--- src/design/bcec_pkg.sv ---
// Constants, register map and types shared by the chain follower and event counter block.
//
// What this block does
// [RL1] Keep next pointer per receive/transmit chain.
// [RL2] Advanced bit set beyond buffer, clear at zero.
// [RL3] Host removes last buffer only after advance.
// [RL4] Pulse an event on every chain advance.
// [RL5] Host-set bits never set by device, vice versa.
// [RL6] Device-cleared bits never cleared by host, vice versa.
// [RL7] Discipline covers memory and register bits, not counters.
// [RL8] Host sets next-address request; device clears it.
// [RL9] One memory job at a time, no deadlock.
// [RL10] Count each event, saturate at 255.
// [RL11] Host alone clears the event counters.
// [RL12] Scan-mode frame: count, next station = own+1.
// [RL13] Count retries answered after silent first try.
// [RL14] Count transmit aborts: underrun or over 16 buffers.
// [RL15] Count network-dead timer expiries.
// [RL16] Count damaged supervisory frames received.
// [RL17] Count damaged data frames received.
// [RL18] Count every negative acknowledge sent.
// [RL19] Count abnormal or invalid frames.
// [RL20] Count duplicate token conditions.
// [RL21] Count each diagnostic set start.
// [RL22] Count data frames carrying own source address.
// [RL23] Counters sit at control block +5 to +F.
// [RL24] Touch a counter only on its event.
// [RL25] Counter update is read, increment, write back.
package bcec_pkg;

  // Counter and address geometry.
  localparam int unsigned NUM_CNT = 11;
  localparam int unsigned ADDR_W  = 16;
  localparam int unsigned IDX_W   = 4;

  // Control block layout relative to the control block pointer.
  localparam logic [15:0] CB_RX_LINK_OFS = 16'h0000;
  localparam logic [15:0] CB_TX_LINK_OFS = 16'h0002;
  localparam logic [15:0] CB_CNT_BASE    = 16'h0005;
  localparam logic [15:0] BUF_LINK_OFS   = 16'h0000;
  localparam logic [15:0] LINK_LO_STEP   = 16'h0001;
  localparam logic [15:0] NULL_LINK      = 16'h0000;

  // Counter saturation value and station increment.
  localparam logic [7:0]  CNT_MAX  = 8'hFF;
  localparam logic [7:0]  CNT_STEP = 8'h01;
  localparam logic [7:0]  NSA_INC  = 8'h01;

  // Event vector positions.
  localparam int unsigned EVT_SCAN = 0;

  // Register byte offsets on the bus.
  localparam logic [7:0] REG_CTRL   = 8'h00;
  localparam logic [7:0] REG_CBP    = 8'h04;
  localparam logic [7:0] REG_OWN    = 8'h08;
  localparam logic [7:0] REG_STATUS = 8'h0C;
  localparam logic [7:0] REG_RXPTR  = 8'h10;
  localparam logic [7:0] REG_TXPTR  = 8'h14;
  localparam logic [7:0] REG_PEND   = 8'h18;

  // Field positions.
  localparam int unsigned CTRL_ENTER_BIT = 0;
  localparam int unsigned CTRL_NNA_BIT   = 1;
  localparam int unsigned ST_RX_ADV_BIT  = 0;
  localparam int unsigned ST_TX_ADV_BIT  = 1;
  localparam int unsigned ST_BUSY_BIT    = 2;
  localparam int unsigned ST_NNA_BIT     = 3;
  localparam int unsigned ST_NSA_LSB     = 8;

  // Reset values.
  localparam logic [15:0] CBP_RST = 16'h0000;
  localparam logic [7:0]  OWN_RST = 8'h00;

  // Memory job sequencer, Gray coded along the usual path.
  typedef enum logic [2:0] {
    S_IDLE   = 3'b000,
    S_LNK_HI = 3'b001,
    S_LNK_LO = 3'b011,
    S_CNT_RD = 3'b010,
    S_CNT_WR = 3'b110
  } bcec_state_t;

endpackage

--- src/design/bcec_top.sv ---
// Chain follower and memory event counter engine with an AHB-Lite register slave.
//
// Added by the designer: the AHB-Lite register port and the register offsets.
`timescale 1ns/1ps
module bcec_top
  import bcec_pkg::*;
(
  input  wire logic                clk,
  input  wire logic                sys_rst,
  input  wire logic                clk_en,
  input  wire logic                hsel,
  input  wire logic [31:0]         haddr,
  input  wire logic [1:0]          htrans,
  input  wire logic                hwrite,
  input  wire logic [2:0]          hsize,
  input  wire logic [31:0]         hwdata,
  input  wire logic                hready,
  output logic                     hreadyout,
  output logic [31:0]              hrdata,
  output logic                     hresp,
  input  wire logic [NUM_CNT-1:0]  event_pulse,
  input  wire logic                rx_buffer_taken,
  input  wire logic                tx_buffer_taken,
  output logic                     dma_req,
  output logic                     dma_we,
  output logic [ADDR_W-1:0]        dma_addr,
  output logic [7:0]               dma_wdata,
  input  wire logic                dma_ack,
  input  wire logic [7:0]          dma_rdata,
  output logic                     rx_chain_advanced,
  output logic                     tx_chain_advanced,
  output logic                     rx_advance_event,
  output logic                     tx_advance_event,
  output logic [7:0]               next_station_address
);

  ////////////////////////////////////////////////////////////////////////////
  // Declarations.

  logic              ap_valid_q;
  logic              ap_write_q;
  logic [7:0]        ap_addr_q;
  logic [31:0]       hrdata_q;
  logic [31:0]       rd_word;
  logic              ap_take;
  logic              wr_en;
  logic [15:0]       cbp_q;
  logic [7:0]        own_q;
  logic              nna_q;
  logic              nna_seen_q;
  logic              host_nna_set;
  logic              enter_pulse;
  logic              nna_done;
  bcec_state_t       state_q;
  logic              dma_req_q;
  logic              dma_we_q;
  logic [15:0]       dma_addr_q;
  logic [7:0]        dma_wdata_q;
  logic [7:0]        link_hi_q;
  logic              chain_q;
  logic [IDX_W-1:0]  cnt_idx_q;
  logic [15:0]       rx_ptr_q;
  logic [15:0]       tx_ptr_q;
  logic              rx_adv_q;
  logic              tx_adv_q;
  logic              rx_evt_q;
  logic              tx_evt_q;
  logic [1:0]        fetch_pend_q;
  logic [NUM_CNT-1:0] cnt_pend_q;
  logic [7:0]        nsa_q;
  logic              start_fetch;
  logic              start_cnt;
  logic              fetch_done;
  logic [15:0]       link_word;
  logic              busy;
  logic [IDX_W-1:0]  next_idx;

  // Address of one counter byte inside the control block.
  function automatic logic [15:0] cnt_addr(input logic [15:0] base, input logic [IDX_W-1:0] idx);
    cnt_addr = base + CB_CNT_BASE + {12'h000, idx};
  endfunction

  // Saturating byte increment.
  function automatic logic [7:0] sat_inc(input logic [7:0] v);
    sat_inc = (v == CNT_MAX) ? CNT_MAX : v + CNT_STEP;
  endfunction

  // Index of the lowest set bit of the pending vector.
  function automatic logic [IDX_W-1:0] lowest_set(input logic [NUM_CNT-1:0] v);
    lowest_set = '0;
    for (int i = NUM_CNT - 1; i >= 0; i--) begin
      if (v[i]) begin
        lowest_set = IDX_W'(i);
      end
    end
  endfunction

  ////////////////////////////////////////////////////////////////////////////
  // AHB-Lite slave: zero wait states, stalls only while the clock enable is low.

  assign hreadyout = clk_en;
  assign hresp     = 1'b0;
  assign hrdata    = hrdata_q;
  assign ap_take   = hsel && htrans[1] && hready && clk_en;
  assign wr_en     = ap_valid_q && ap_write_q && clk_en;

  // Address phase capture; only whole-word transfers are expected.
  always_ff @(posedge clk or posedge sys_rst) begin
    if (sys_rst) begin
      ap_valid_q <= 1'b0;
      ap_write_q <= 1'b0;
      ap_addr_q  <= 8'h00;
    end else if (clk_en) begin
      ap_valid_q <= ap_take && (haddr[31:8] == 24'h000000);
      ap_write_q <= hwrite;
      ap_addr_q  <= haddr[7:0];
    end
  end

  // Read mux; unmapped offsets read as zero.
  always_comb begin
    rd_word = 32'h00000000;
    case (haddr[7:0])
      REG_CTRL: begin
        rd_word[CTRL_NNA_BIT] = nna_q;
      end
      REG_CBP: begin
        rd_word[15:0] = cbp_q;
      end
      REG_OWN: begin
        rd_word[7:0] = own_q;
      end
      REG_STATUS: begin
        rd_word[ST_RX_ADV_BIT]            = rx_adv_q;
        rd_word[ST_TX_ADV_BIT]            = tx_adv_q;
        // Busy also covers queued jobs, so a poll never lands in the idle cycle between two jobs.
        rd_word[ST_BUSY_BIT]              = busy || (fetch_pend_q != 2'b00) || (cnt_pend_q != '0);
        rd_word[ST_NNA_BIT]               = nna_q;
        rd_word[ST_NSA_LSB +: 8]          = nsa_q;
      end
      REG_RXPTR: begin
        rd_word[15:0] = rx_ptr_q;
      end
      REG_TXPTR: begin
        rd_word[15:0] = tx_ptr_q;
      end
      REG_PEND: begin
        rd_word[NUM_CNT-1:0] = cnt_pend_q;
      end
      default: begin
        rd_word = 32'h00000000;
      end
    endcase
    if (haddr[31:8] != 24'h000000) begin
      rd_word = 32'h00000000;
    end
  end

  // Read data is registered at the address phase and stands through the data phase.
  always_ff @(posedge clk or posedge sys_rst) begin
    if (sys_rst) begin
      hrdata_q <= 32'h00000000;
    end else if (clk_en && ap_take && !hwrite) begin
      hrdata_q <= rd_word;
    end
  end

  ////////////////////////////////////////////////////////////////////////////
  // Host-written configuration.

  assign enter_pulse  = wr_en && (ap_addr_q == REG_CTRL) && hwdata[CTRL_ENTER_BIT];
  assign host_nna_set = wr_en && (ap_addr_q == REG_CTRL) && hwdata[CTRL_NNA_BIT];

  // Control block pointer and own station address.
  always_ff @(posedge clk or posedge sys_rst) begin
    if (sys_rst) begin
      cbp_q <= CBP_RST;
      own_q <= OWN_RST;
    end else if (wr_en) begin
      if (ap_addr_q == REG_CBP) begin
        cbp_q <= hwdata[15:0];
      end
      if (ap_addr_q == REG_OWN) begin
        own_q <= hwdata[7:0];
      end
    end
  end

  // Request bit: writing zero does nothing, so only the device ever clears it.
  assign nna_done = nna_seen_q && (fetch_pend_q == 2'b00) && !start_fetch &&
                    (state_q != S_LNK_HI) && (state_q != S_LNK_LO);

  always_ff @(posedge clk or posedge sys_rst) begin
    if (sys_rst) begin
      nna_q      <= 1'b0;
      nna_seen_q <= 1'b0;
    end else if (clk_en) begin
      if (host_nna_set) begin
        nna_q      <= 1'b1; // [RL8] [RL5] [RL7]
        nna_seen_q <= 1'b0;
      end else if (nna_q && !nna_seen_q) begin
        nna_seen_q <= 1'b1;
      end else if (nna_done) begin
        nna_q      <= 1'b0; // [RL8] [RL6]
        nna_seen_q <= 1'b0;
      end
    end
  end

  ////////////////////////////////////////////////////////////////////////////
  // Pending work: chain link fetches and counter updates.

  assign busy        = (state_q != S_IDLE);
  assign start_fetch = !busy && (fetch_pend_q != 2'b00);
  assign start_cnt   = !busy && (fetch_pend_q == 2'b00) && (cnt_pend_q != '0);
  assign next_idx    = lowest_set(cnt_pend_q);
  assign fetch_done  = (state_q == S_LNK_LO) && dma_ack;
  assign link_word   = {link_hi_q, dma_rdata};

  // Fetch requests: network entry, buffer taken into use, host extended a resting chain.
  always_ff @(posedge clk or posedge sys_rst) begin
    if (sys_rst) begin
      fetch_pend_q <= 2'b00;
    end else if (clk_en) begin
      if (start_fetch) begin
        fetch_pend_q[fetch_pend_q[0] ? 0 : 1] <= 1'b0;
      end
      if (enter_pulse) begin
        fetch_pend_q <= 2'b11;
      end
      if (rx_buffer_taken && rx_adv_q) begin
        fetch_pend_q[0] <= 1'b1;
      end
      if (tx_buffer_taken && tx_adv_q) begin
        fetch_pend_q[1] <= 1'b1;
      end
      if (nna_q && !nna_seen_q) begin
        if (!rx_adv_q) begin
          fetch_pend_q[0] <= 1'b1;
        end
        if (!tx_adv_q) begin
          fetch_pend_q[1] <= 1'b1;
        end
      end
    end
  end

  // Counter events are sticky until serviced; a new event wins over the service clear.
  always_ff @(posedge clk or posedge sys_rst) begin
    if (sys_rst) begin
      cnt_pend_q <= '0;
    end else if (clk_en) begin
      cnt_pend_q <= (cnt_pend_q & ~((start_cnt ? NUM_CNT'(1) : NUM_CNT'(0)) << next_idx))
                    | event_pulse; // [RL10] [RL13] [RL14] [RL15] [RL16] [RL17] [RL18] [RL19] [RL20] [RL21] [RL22]
    end
  end

  // Scan mode frame reloads the next station address.
  always_ff @(posedge clk or posedge sys_rst) begin
    if (sys_rst) begin
      nsa_q <= 8'h00;
    end else if (clk_en && event_pulse[EVT_SCAN]) begin
      nsa_q <= own_q + NSA_INC; // [RL12]
    end
  end

  assign next_station_address = nsa_q;

  ////////////////////////////////////////////////////////////////////////////
  // Memory job sequencer: one job runs to completion before the next starts.

  always_ff @(posedge clk or posedge sys_rst) begin
    if (sys_rst) begin
      state_q     <= S_IDLE;
      dma_req_q   <= 1'b0;
      dma_we_q    <= 1'b0;
      dma_addr_q  <= 16'h0000;
      dma_wdata_q <= 8'h00;
      link_hi_q   <= 8'h00;
      chain_q     <= 1'b0;
      cnt_idx_q   <= '0;
    end else if (clk_en) begin
      case (state_q)
        S_IDLE: begin
          if (start_fetch) begin
            chain_q    <= !fetch_pend_q[0];
            dma_addr_q <= (fetch_pend_q[0] ? rx_ptr_q : tx_ptr_q) + BUF_LINK_OFS; // [RL9]
            dma_req_q  <= 1'b1;
            dma_we_q   <= 1'b0;
            state_q    <= S_LNK_HI;
          end else if (start_cnt) begin
            cnt_idx_q  <= next_idx;
            dma_addr_q <= cnt_addr(cbp_q, next_idx); // [RL23] [RL24]
            dma_req_q  <= 1'b1;
            dma_we_q   <= 1'b0;
            state_q    <= S_CNT_RD;
          end
        end
        S_LNK_HI: begin
          if (dma_ack) begin
            link_hi_q  <= dma_rdata;
            dma_addr_q <= dma_addr_q + LINK_LO_STEP;
            state_q    <= S_LNK_LO;
          end
        end
        S_LNK_LO: begin
          if (dma_ack) begin
            dma_req_q <= 1'b0;
            state_q   <= S_IDLE;
          end
        end
        S_CNT_RD: begin
          if (dma_ack) begin
            dma_wdata_q <= sat_inc(dma_rdata); // [RL10] [RL25]
            dma_we_q    <= 1'b1;
            state_q     <= S_CNT_WR;
          end
        end
        S_CNT_WR: begin
          if (dma_ack) begin
            dma_req_q <= 1'b0;
            dma_we_q  <= 1'b0;
            state_q   <= S_IDLE;
          end
        end
        default: begin
          dma_req_q <= 1'b0;
          dma_we_q  <= 1'b0;
          state_q   <= S_IDLE;
        end
      endcase
    end
  end

  assign dma_req   = dma_req_q;
  assign dma_we    = dma_we_q;
  assign dma_addr  = dma_addr_q;
  assign dma_wdata = dma_wdata_q;

  ////////////////////////////////////////////////////////////////////////////
  // Chain pointers: a non-zero link advances, a zero link leaves the pointer resting.

  always_ff @(posedge clk or posedge sys_rst) begin
    if (sys_rst) begin
      rx_ptr_q <= 16'h0000;
      tx_ptr_q <= 16'h0000;
      rx_adv_q <= 1'b0;
      tx_adv_q <= 1'b0;
      rx_evt_q <= 1'b0;
      tx_evt_q <= 1'b0;
    end else if (clk_en) begin
      rx_evt_q <= 1'b0;
      tx_evt_q <= 1'b0;
      if (enter_pulse) begin
        rx_ptr_q <= cbp_q + CB_RX_LINK_OFS; // [RL1]
        tx_ptr_q <= cbp_q + CB_TX_LINK_OFS;
        rx_adv_q <= 1'b0;
        tx_adv_q <= 1'b0;
      end else if (fetch_done) begin
        if (link_word != NULL_LINK) begin
          if (chain_q) begin
            tx_ptr_q <= link_word; // [RL1]
            tx_adv_q <= 1'b1; // [RL2] [RL3]
            tx_evt_q <= 1'b1; // [RL4]
          end else begin
            rx_ptr_q <= link_word;
            rx_adv_q <= 1'b1;
            rx_evt_q <= 1'b1;
          end
        end else if (chain_q) begin
          tx_adv_q <= 1'b0; // [RL2]
        end else begin
          rx_adv_q <= 1'b0;
        end
      end
    end
  end

  assign rx_chain_advanced = rx_adv_q;
  assign tx_chain_advanced = tx_adv_q;
  assign rx_advance_event  = rx_evt_q;
  assign tx_advance_event  = tx_evt_q;

  ////////////////////////////////////////////////////////////////////////////
  // Checks.

  property p_sat_inc;
    @(posedge clk) disable iff (sys_rst)
      (state_q == S_CNT_RD && dma_ack && clk_en) |=>
        (dma_we && dma_wdata == (($past(dma_rdata) == CNT_MAX) ? CNT_MAX : $past(dma_rdata) + CNT_STEP));
  endproperty
  a_sat_inc: assert property (p_sat_inc) else $error("Counter write-back is not a saturating increment."); // [RL10]

  property p_wb_addr;
    @(posedge clk) disable iff (sys_rst)
      (state_q == S_CNT_RD && dma_ack && clk_en) |=> (dma_req && dma_addr == $past(dma_addr));
  endproperty
  a_wb_addr: assert property (p_wb_addr) else $error("Counter written back to a different address."); // [RL25]

  property p_cnt_addr;
    @(posedge clk) disable iff (sys_rst)
      (state_q == S_CNT_RD && dma_req) |->
        ((16'(dma_addr - cbp_q) == CB_CNT_BASE + 16'(cnt_idx_q)) && (cnt_idx_q <= IDX_W'(NUM_CNT - 1)));
  endproperty
  a_cnt_addr: assert property (p_cnt_addr) else $error("Counter address outside its control block slot."); // [RL23]

  property p_adv_evt;
    @(posedge clk) disable iff (sys_rst)
      $rose(rx_advance_event) |->
        (rx_chain_advanced && $past(fetch_done) && !$past(chain_q) && rx_ptr_q == $past(link_word));
  endproperty
  a_adv_evt: assert property (p_adv_evt) else $error("Advance event without a receive chain advance."); // [RL4]

  property p_zero_rest;
    @(posedge clk) disable iff (sys_rst)
      (fetch_done && !chain_q && link_word == NULL_LINK && !enter_pulse && clk_en) |=>
        (!rx_chain_advanced && $stable(rx_ptr_q) && !rx_advance_event);
  endproperty
  a_zero_rest: assert property (p_zero_rest) else $error("Zero link did not leave the receive pointer resting."); // [RL2]

  property p_link_adv;
    @(posedge clk) disable iff (sys_rst)
      (fetch_done && chain_q && link_word != NULL_LINK && !enter_pulse && clk_en) |=>
        (tx_chain_advanced && tx_advance_event && tx_ptr_q == $past(link_word));
  endproperty
  a_link_adv: assert property (p_link_adv) else $error("Transmit pointer did not take the fetched link."); // [RL1]

  property p_nna_rise;
    @(posedge clk) disable iff (sys_rst)
      $rose(nna_q) |-> $past(host_nna_set);
  endproperty
  a_nna_rise: assert property (p_nna_rise) else $error("Request bit set without a host write."); // [RL8]

  property p_nna_fall;
    @(posedge clk) disable iff (sys_rst)
      $fell(nna_q) |-> ($past(fetch_pend_q) == 2'b00 && !$past(host_nna_set));
  endproperty
  a_nna_fall: assert property (p_nna_fall) else $error("Request bit cleared before its fetches ended."); // [RL6]

  property p_scan;
    @(posedge clk) disable iff (sys_rst)
      (event_pulse[EVT_SCAN] && clk_en) |=> (next_station_address == $past(own_q) + NSA_INC);
  endproperty
  a_scan: assert property (p_scan) else $error("Next station address not own address plus one."); // [RL12]

  property p_one_op;
    @(posedge clk) disable iff (sys_rst)
      dma_we |-> (dma_req && state_q == S_CNT_WR);
  endproperty
  a_one_op: assert property (p_one_op) else $error("Memory write outside the counter write-back step."); // [RL9]

  property p_pend;
    @(posedge clk) disable iff (sys_rst)
      ((|event_pulse) && clk_en) |=> ((cnt_pend_q & $past(event_pulse)) == $past(event_pulse));
  endproperty
  a_pend: assert property (p_pend) else $error("Counter event lost."); // [RL24]

endmodule

--- config.mk ---
export PLATFORM = sky130hd
export DESIGN_NAME = bcec_top
export DESIGN_NICKNAME = d
export VERILOG_FILES = /design/src/design/bcec_pkg.sv /design/src/design/bcec_top.sv
export SDC_FILE = /design/constraint.sdc
export NUM_CORES = 1
export LEC_CHECK = 0
export CORE_ASPECT_RATIO = 0.5
export CORE_UTILIZATION = 40
export DETAILED_ROUTE_END_ITERATION = 6
export DONT_BUFFER_PORTS = 1
export PLACE_DENSITY_LB_ADDON = 0.2
export SLEW_MARGIN = 20
export SYNTH_ARGS = -nofsm -noshare
export SYNTH_HDL_FRONTEND = slang
export SYNTH_SLANG_ARGS = --single-unit
--- constraint.sdc ---
create_clock -name clk -period 4.5 [get_ports clk]
set_input_delay 0.9 -clock clk [delete_from_list [all_inputs] [get_ports clk]]
set_output_delay 0.9 -clock clk [all_outputs]
set_load 0.01 [all_outputs]
# Word level (Yosys, flattened, before mapping)
# Index checks and enable logic that the tools add are counted.
# word_totals
register_bits,163
input_bits,97
output_inout_bits,72
elab_cells,207
# classes
n_addsub,6
n_lt_le_gt_ge,2
n_eq_ne,22
n_shift,1
n_mux,80
bitwise,7
n_reduce_logical,65
# ops
cell,n
2-to-1 mux 16 bit,13
2-to-1 mux 4 bit,11
2-to-1 mux 1 bit,36
case mux 16 bit (2 select lines),1
equality test 8 x 4 -> 1 bit (second input constant),3
equality test 8 x 5 -> 1 bit (second input constant),3
logical AND 1 bit,24
logical NOT 24 bit,1
nonzero test 24 bit,1
case mux 4 bit (5 select lines),1
case mux 5 bit (4 select lines),1
AND reduction 3 bit,6
adder 16 x 1 -> 16 bit (second input constant),1
adder 16 x 2 -> 16 bit (second input constant),1
adder 16 x 3 -> 16 bit (second input constant),1
adder 16 x 4 -> 16 bit,1
adder 8 x 1 -> 8 bit (second input constant),2
equality test 8 x 3 -> 1 bit (second input constant),2
logical NOT 8 bit,2
AND reduction 4 bit,4
nonzero test 16 bit,1
2-to-1 mux 3 bit,5
case mux 3 bit (5 select lines),1
case mux 2 bit (6 select lines),1
36 further kinds,60

# Logic depth before layout (Yosys ltp)
# Gate-level depths: netlist of the first run.
# depth
ltp_word,15
ltp_mapped,14
depth_no_buf,14

# Worst setup path before layout of the first run
# No wires, ideal clock.
# synth_timing
path_type,register to register
from,reg cnt_pend_q[5]
to,reg dma_addr_q[10] (netlist: dma_addr[10])
arrival_time_ps,3096
t_required_ps,4369
path_slack_ps,1273
stages_incl_launch_ff,11
path_buffers,1
path_cell_list,dfrtp_1 -> or4_1 -> buf_2 -> nor3_1 -> ha_1 -> ha_1 -> and3_1 -> a221o_1 -> and4_1 -> o31ai_1 -> a211oi_1
# synth_between
elab_chain_cells,10
elab_cells_between_ends,14
cone_classes,add/sub (1); eq/ne (1); mux (9); reduce/logical (3)
# synth_rtl
item,line_no,text
start: declaration,bcec_top.sv:69,logic [NUM_CNT-1:0] cnt_pend_q;
start signal: assignment,bcec_top.sv:253,cnt_pend_q <= (cnt_pend_q & ~((start_cnt ? NUM_CNT'(1) : NUM_CNT'(0)) << next_idx))
2-to-1 mux 4 bit (6 in series),bcec_top.sv:92,if (v[i]) begin
adder 16 x 4 -> 16 bit,bcec_top.sv:80,"cnt_addr = base + CB_CNT_BASE + {12'h000, idx};"
2-to-1 mux 16 bit,bcec_top.sv:291,end else if (start_cnt) begin
2-to-1 mux 16 bit,bcec_top.sv:285,if (start_fetch) begin
case mux 16 bit (2 select lines),bcec_top.sv:283,case (state_q)
end signal: assignment,bcec_top.sv:287,dma_addr_q <= (fetch_pend_q[0] ? rx_ptr_q : tx_ptr_q) + BUF_LINK_OFS;
end signal: assignment,bcec_top.sv:293,"dma_addr_q <= cnt_addr(cbp_q, next_idx);"
end signal: assignment,bcec_top.sv:302,dma_addr_q <= dma_addr_q + LINK_LO_STEP;
end: declaration,bcec_top.sv:57,logic [15:0] dma_addr_q;
# Parallel ways exist; a longest one is shown, timed or not. The select of a mux whose other input is x is not followed.
# A chain may end at the register's enable or synchronous reset.

# Final worst setup path of the first run
# Ends and elaborated chain as after synthesis.

==> key figures, run 1 <==
Die
  • Total I/O pin count: approximately 170
  • Site Rows: 37
  • Initial Utilization: approximately two fifths
  • Die Height: about 110 um
  • Chip Width: between 200 and 250 um
  • Core footprint: 21020 um^2
  • Die ar.: between 20000 and 25000 um^2

Critical path
  • Worst r2r src: cnt_pend_q[5]
  • Critical path endpoint category: flop
  • Critical path's slowest cell: nor3_1
  • Critical path peak fanout: 7
  • CP endpoint: dma_addr[10]
  • Reg2reg path depth: 9
  • CP required: roughly 4800 ps
  • R2R setup slack: between 500 and 600 ps
  • WP depth: 9
  • Worst Setup Start Kind: flop
  • Worst-path cell chain: or4_1 > nor3_1 > ha_1 > ha_1 > and3_1 > a221o_1 > and4_1 > o31ai_1 > a211oi_1
  • Reg2Reg Capture Point: dma_addr[10]
  • CP top delay family: simple AND/OR/NAND/NOR gates
  • Crit-path max cell delay: 750 ps
  • CP arrival: approximately 4200 ps
  • Critical setup path kind: flop to flop
  • Buffers & Inverters on Critical Path: 0
  • Worst path most repeated cell: ha_1
  • CP Launch Point: cnt_pend_q[5]

Cells and area
  • P&R area growth vs syn: 8.413%
  • Share of layout cells above drive strength 1: 11.33%
  • Number of fill cells in the layout: approximately 2000
  • Post-route insts no fill: around 1200
  • # nets final: around 1000
  • # diodes: 0

Power and ir drop
  • Power, Total: 4.820 mW
  • Cell Pwr Density: slightly above 500 nW/um^2
  • P_leak: about 4.0 nW
  • Peak VDD IR: roughly 200 uV

STA
  • Total negative setup slack: 0 ps
  • Max-slew violations: 0
  • Final Cycle Share: 87.24%
  • Clk_skew: about 12 ps
  • Slew margin rel.: a little over a quarter
  • Final min period: between 3000 and 4000 ps
  • Fmax: 0.2547 GHz
  • Worst-Margin Slew: roughly 1100 ps
  • Hold WS: 489.2 ps
  • RSZ-0062 raised after global routing: false
  • Fin. Hold Viols: 0
  • Final setup fails: 0

Synthesis
  • Flops & latches, synth: approximately 150
  • EDFF count, synth: 0
  • Count leader, synth: dfrtp_1
  • Top cells by count, synth: 147 x dfrtp_1, 125 x nand2_1, 74 x o21ai_0
  • Mapped Cells: 947
  • Yosys cell types: 73
  • Yosys warns: 0
  • Syn_area_per_cell: slightly above 9 um^2
  • Top cell type's share of synthesized area: 41.92%
  • Synth area leader: dfrtp_1
  • Async SR Flop Fraction: 100.0%
  • Post-synthesis sequential area ratio: around two fifths
  • Post-Syn Area: approximately 8800 um^2
  • Ys flop type: dfrtp_1
  • Area contributors post-synth: dfrtp_1 42%, mux2i_1 7.2%, nand2_1 5.3%

Drt
  • Final WL: 28170 um
  • Detailed Route Iter0 Violations: roughly 610
  • Routed Antenna Nets: 0
  • First-pass detailed-route iteration total: 5
  • Residual DRC: 0
  • Post-DR vias/cell: about 6.0
  • Total number of vias: around 7300
  • WL/cell: roughly 23 um

Clock tree
  • Clk sinks: 147
  • # Post-CTS Setup Buffers: 0
  • Clk root buf: clkbuf_16
  • Post-cts resize count: 0
  • CTS tree: built
  • # H-tree levels: 4
  • TritonCTS buffer count: 17
  • Clock tree buffer depth: 2
  • Hold Buf Count CTS: 0
  • Clock Pin Slew Worst Setup and Hold Paths: around 60 ps
  • Worst skew pair latency: roughly 440 ps

Global routing
  • Total GRT Usage: between 20% and 30%
  • Pin count of the biggest net entering global routing: about 150
  • Global route total overflow: 0
  • First-pass GRT wire length: between 40000 and 50000 um
  • Initial antenna violation count: 2
  • Vias in the first global route: between 7000 and 8000

Placement
  • GPL Wtd Cong: slightly below 0.9
  • Final HPWL DP: around 21000 um
  • Cells after DPL: 1187
  • Number of port buffers: 0

Flow run
  • Max-cap violations: 0

Worst hold path
  • Min-delay worst type: input port to async pin

Outcome
  • Status: complete, no violations
-- cell type report --
cell class	instances	area (um^2)	area share (%)
Inverter	24	93.84	0.9865
Sequential cell	147	3679	38.67
Multi-Input combinational cell	712	4705	49.45
Clock buffer	19	432.9	4.551
Clock inverter	13	135.1	1.420
Timing Repair Buffer	12	102.6	1.079
Tap cell	292	365.4	3.841
-- power breakdown --
group	internal [mW]	switching, mW
Sequential	1.66	0.559
Combinational	0.502	0.695
Clock	0.814	0.590
-- worst min path at each step --
stage | startpoint | end | depth (start not counted)
after floorplan | ap_addr_q[7] | ap_addr_q[7] | 1
after global placement | ap_addr_q[7] | ap_addr_q[7] | 1
after detailed placement | ap_write_q | ap_write_q | 1
after CTS | ap_addr_q[1] | ap_addr_q[1] | 1
after global routing | ap_addr_q[0] | ap_addr_q[0] | 1
final | sys_rst | ap_addr_q[6] | 2
-- kinds of logic (layout without fill, tap and decap cells) --
family / Yosys count / after routing / share of synthesized area [%]
and+or+nand+nor: 320 / 320 / 18.49
AOI/OAI and AO/OA: 226 / 226 / 16.58
DFF: 147 / 147 / 41.92
buffers and inverters: 104 / 68 / 5.404
muxes: 103 / 103 / 12.32
xor gates and xnor gates: 33 / 33 / 3.294
adders and majority gates: 13 / 13 / 1.939
other: 1 / 17 / 0.04274
-- layer usage --
layer,GRT usage (%),routed length [um]
met5,0,13
met4,8.592,535
met3,8.231,2421
met2,37.27,12070
met1,36.48,13140
-- state kept, by name, indices dropped and copies added (netlist names), 2 cells and up --
name and cells:
ap_addr_q 8, tx_ptr_q 16, rx_ptr_q 16, cbp_q 16
hrdata 16, link_hi_q 8, next_station_address 8, cnt_pend_q 11
state_q 3, dma_addr 16, own_q 8, dma_wdata 8
fetch_pend_q 2
-- per-stage QoR --
stage / utilization, % / cell area [um^2] / setup slack [ps]
after global placement: 42.56 / 8945 / 721.9
after floorplan: - / 8838 / 1273
after global routing: 45.26 / 9513 / 301.7
final: 45.26 / 9513 / 574.0
after detailed placement: 42.56 / 8945 / 679.9
after CTS: 45.26 / 9513 / 598.9
-- layout by cell type, fill, tap and decap left out, types with 4 or more instances in the layout --
| master | n |
|---|---|
| nor2_1 | 45 |
| conb_1 | 17 |
| nand2_1 | 125 |
| nor4_1 | 12 |
| mux2i_1 | 63 |
| o211ai_1 | 6 |
| a221oi_1 | 9 |
| ha_1 | 12 |
| inv_1 | 23 |
| xor2_1 | 18 |
| or3_1 | 6 |
| or4_1 | 8 |
| clkbuf_16 | 17 |
| o21ai_0 | 74 |
| o2bb2ai_1 | 6 |
| and4_1 | 10 |
| mux2_2 | 40 |
| a22o_1 | 13 |
| o21a_1 | 4 |
| clkinvlp_4 | 6 |
| nand4_1 | 16 |
| and3_1 | 10 |
| nand3b_1 | 6 |
| a22oi_1 | 4 |
| nand3_1 | 31 |
| a211oi_1 | 15 |
| clkinv_2 | 4 |
| nor3_1 | 16 |
| dfrtp_1 | 147 |
| xnor2_1 | 15 |
| nor4b_1 | 4 |
| buf_4 | 11 |
| a31oi_1 | 7 |
| a21oi_1 | 47 |
| nor2b_1 | 9 |
| a21boi_0 | 4 |
Note: power is estimated with default switching activity, not from simulation.
==> inputs of run 2 (changes only) <==
CORE_UTILIZATION = 58   (was 40)
==> run 2 against run 1 <==
Compared with the run above: routed wire length shrank 8.0%; cell count fell by 7.7%; core utilization is 19 points higher; die area shrank 31%; first-iteration DRC count increased by 50%; register-to-register slack better by 70 ps; sequential cell count did not move; power increased by 1.7%; final area decreased by 0.74%; clock power grew 9%; maximum frequency up 1.9%.
==> key figures, run 2 (synthesis gave the netlist of run 1 again) <==
Outcome
  • Status: complete, no violations

Drt
  • Total number of vias: around 7500
  • First-pass detailed-route iteration total: 5
  • Routed Antenna Nets: 0
  • Detailed Route Iter0 Violations: ~900
  • Residual DRC: 0
  • Post-DR vias/cell: approximately 6.6
  • Final WL: 25920 um
  • WL/cell: 23.04 um

Placement
  • GPL Wtd Cong: around 0.94
  • Final HPWL DP: around 19000 um
  • Number of port buffers: 0

Critical path
  • CP arrival: around 4200 ps
  • CP Launch Point: cnt_pend_q[4]
  • Critical path endpoint category: flop
  • Reg2Reg Capture Point: dma_addr[10]
  • Worst r2r src: cnt_pend_q[4]
  • Reg2reg path depth: 10
  • Critical path peak fanout: 7
  • CP required: 4800 ps
  • Critical setup path kind: flop to flop
  • R2R setup slack: 650 ps
  • Worst Setup Start Kind: flop

Power and ir drop
  • P_leak: between 4 and 5 nW
  • Clk pwr share: a little over 30%
  • Sw power: 1.851 mW
  • Sequential share of power: 44.7%
  • Peak VDD IR: around 300 uV
  • Comb power frac: about 24%
  • Switching share of power: around 38%
  • Power, Total: just under 5 mW
  • Cell Pwr Density: a little over 500 nW/um^2
  • Pint: about 3 mW

Clock tree
  • # H-tree levels: 4
  • Post-cts resize count: 0
  • Clock tree buffer depth: 2
  • # Post-CTS Setup Buffers: 0
  • CTS tree: built
  • TritonCTS buffer count: 17
  • Hold Buf Count CTS: 0
  • Worst skew pair latency: 430 ps
  • Clk sinks: ~150
  • Clock Pin Slew Worst Setup and Hold Paths: ~70 ps
  • Clk root buf: clkbuf_16

STA
  • Worst-Margin Slew: roughly 1100 ps
  • Final Cycle Share: about 86%
  • Final min period: about 3900 ps
  • Slew margin rel.: roughly 28%
  • Hold WS: 509.3 ps
  • Final setup fails: 0
  • Total negative setup slack: 0 ps
  • Fin. Hold Viols: 0
  • RSZ-0062 raised after global routing: false
  • Clk_skew: approximately 11 ps
  • Fmax: 0.2596 GHz
  • Max-slew violations: 0

Worst hold path
  • Hold Path Stages: 1
  • Hold EP: ap_addr_q[6]
  • HP Start: ap_addr_q[6]
  • Min-delay worst type: flop to flop

Die
  • Initial Utilization: between 60 and 70%
  • Chip Width: between 150 and 200 um
  • Die ar.: approximately 16000 um^2
  • Core footprint: around 15000 um^2
  • Total I/O pin count: between 150 and 200
  • Site Rows: 31
  • Die Height: approximately 89 um

Cells and area
  • # nets final: approximately 1000
  • Fin util: between 60% and 70%
  • Commonest cells after routing, fill and taps aside: 147 x dfrtp_1, 125 x nand2_1, 74 x o21ai_0
  • Area of the multi-input gates: 4701 um^2
  • Sequential Area: ~3700 um^2
  • Number of fill cells in the layout: 1184
  • P&R area growth vs syn: 7.614%
  • # diodes: 0
  • Share of layout cells above drive strength 1: roughly 11%
  • Commonest non-fill, non-tap cell in the layout: dfrtp_1

Global routing
  • Global route total overflow: 0
  • Vias in the first global route: ~7000
  • Pin count of the biggest net entering global routing: between 100 and 150
  • First-pass GRT wire length: a little under 40000 um
  • Total GRT Usage: between 30% and 40%
  • Initial antenna violation count: 1

Flow run
  • Max-cap violations: 0
run 2: cell types whose count changed in the layout (fill, tap and decap cells not counted):
cell        before  now
o21ai_1          3    4
clkinv_2         4    1
inv_6            2    6
clkinvlp_4       6    3
inv_8            0    2
o21ai_2          1    0
clkbuf_1         2    0
clkinv_4         0    1
bufinv_16        2    3
run 2: worst max path at each step:
stage | endpoint | cells past startpoint
floorplan | dma_addr[10] | 10
global placement | dma_addr[10] | 10
detailed placement | dma_addr[10] | 10
CTS | dma_addr[10] | 10
global route | dma_addr[10] | 10
finish | dma_addr[10] | 10
run 2: layer usage:
layer	up-vias	share of wire [%]	track usage [%]	wire length (um)
met5	-	0	0	0
met4	0	1.8	10.12	479
met3	46	11	9.991	2785
met2	401	44	51.10	11290
met1	3668	44	47.44	11360
li1	3350	-	-	-
run 2: final cells by class:
cell class	count	area share, %
inverters	24	0.9938
flip-flops and latches	147	38.96
repair buffers	12	1.087
clock inverters	15	2.054
multi-input cells	712	49.78
well taps	198	2.624
clock buffers	17	4.505
run 2: worst max-delay path: stages (launching register included):
cell and delay, ps:
dfrtp_1 440, or4_1 660, nor3_1 480, buf_4 220
ha_1 220, ha_1 350, and3_1 210, a221o_1 430
and4_1 250, o31ai_1 300, a211oi_1 140
run 2: power by group through the flow:
stage,combinational (mW),sequential [mW],clock [mW]
2_1_floorplan,0.953,1.98,0
3_3_place_gp,1.13,2.17,0
3_5_place_dp,1.17,2.18,0
4_1_cts,1.17,2.16,1.53
5_1_grt,1.31,2.23,1.58
6_report,1.19,2.19,1.52
run 2: through the flow:
step / instances / setup WS [ps] / instance area [um^2]
floorplan: 963 / 1273 / 8838
global placement: 1093 / 802.5 / 8823
detailed placement: 1093 / 760.9 / 8823
CTS: 1125 / 683.5 / 9443
global route: 1125 / 456.3 / 9443
finish: 1125 / 647.6 / 9443
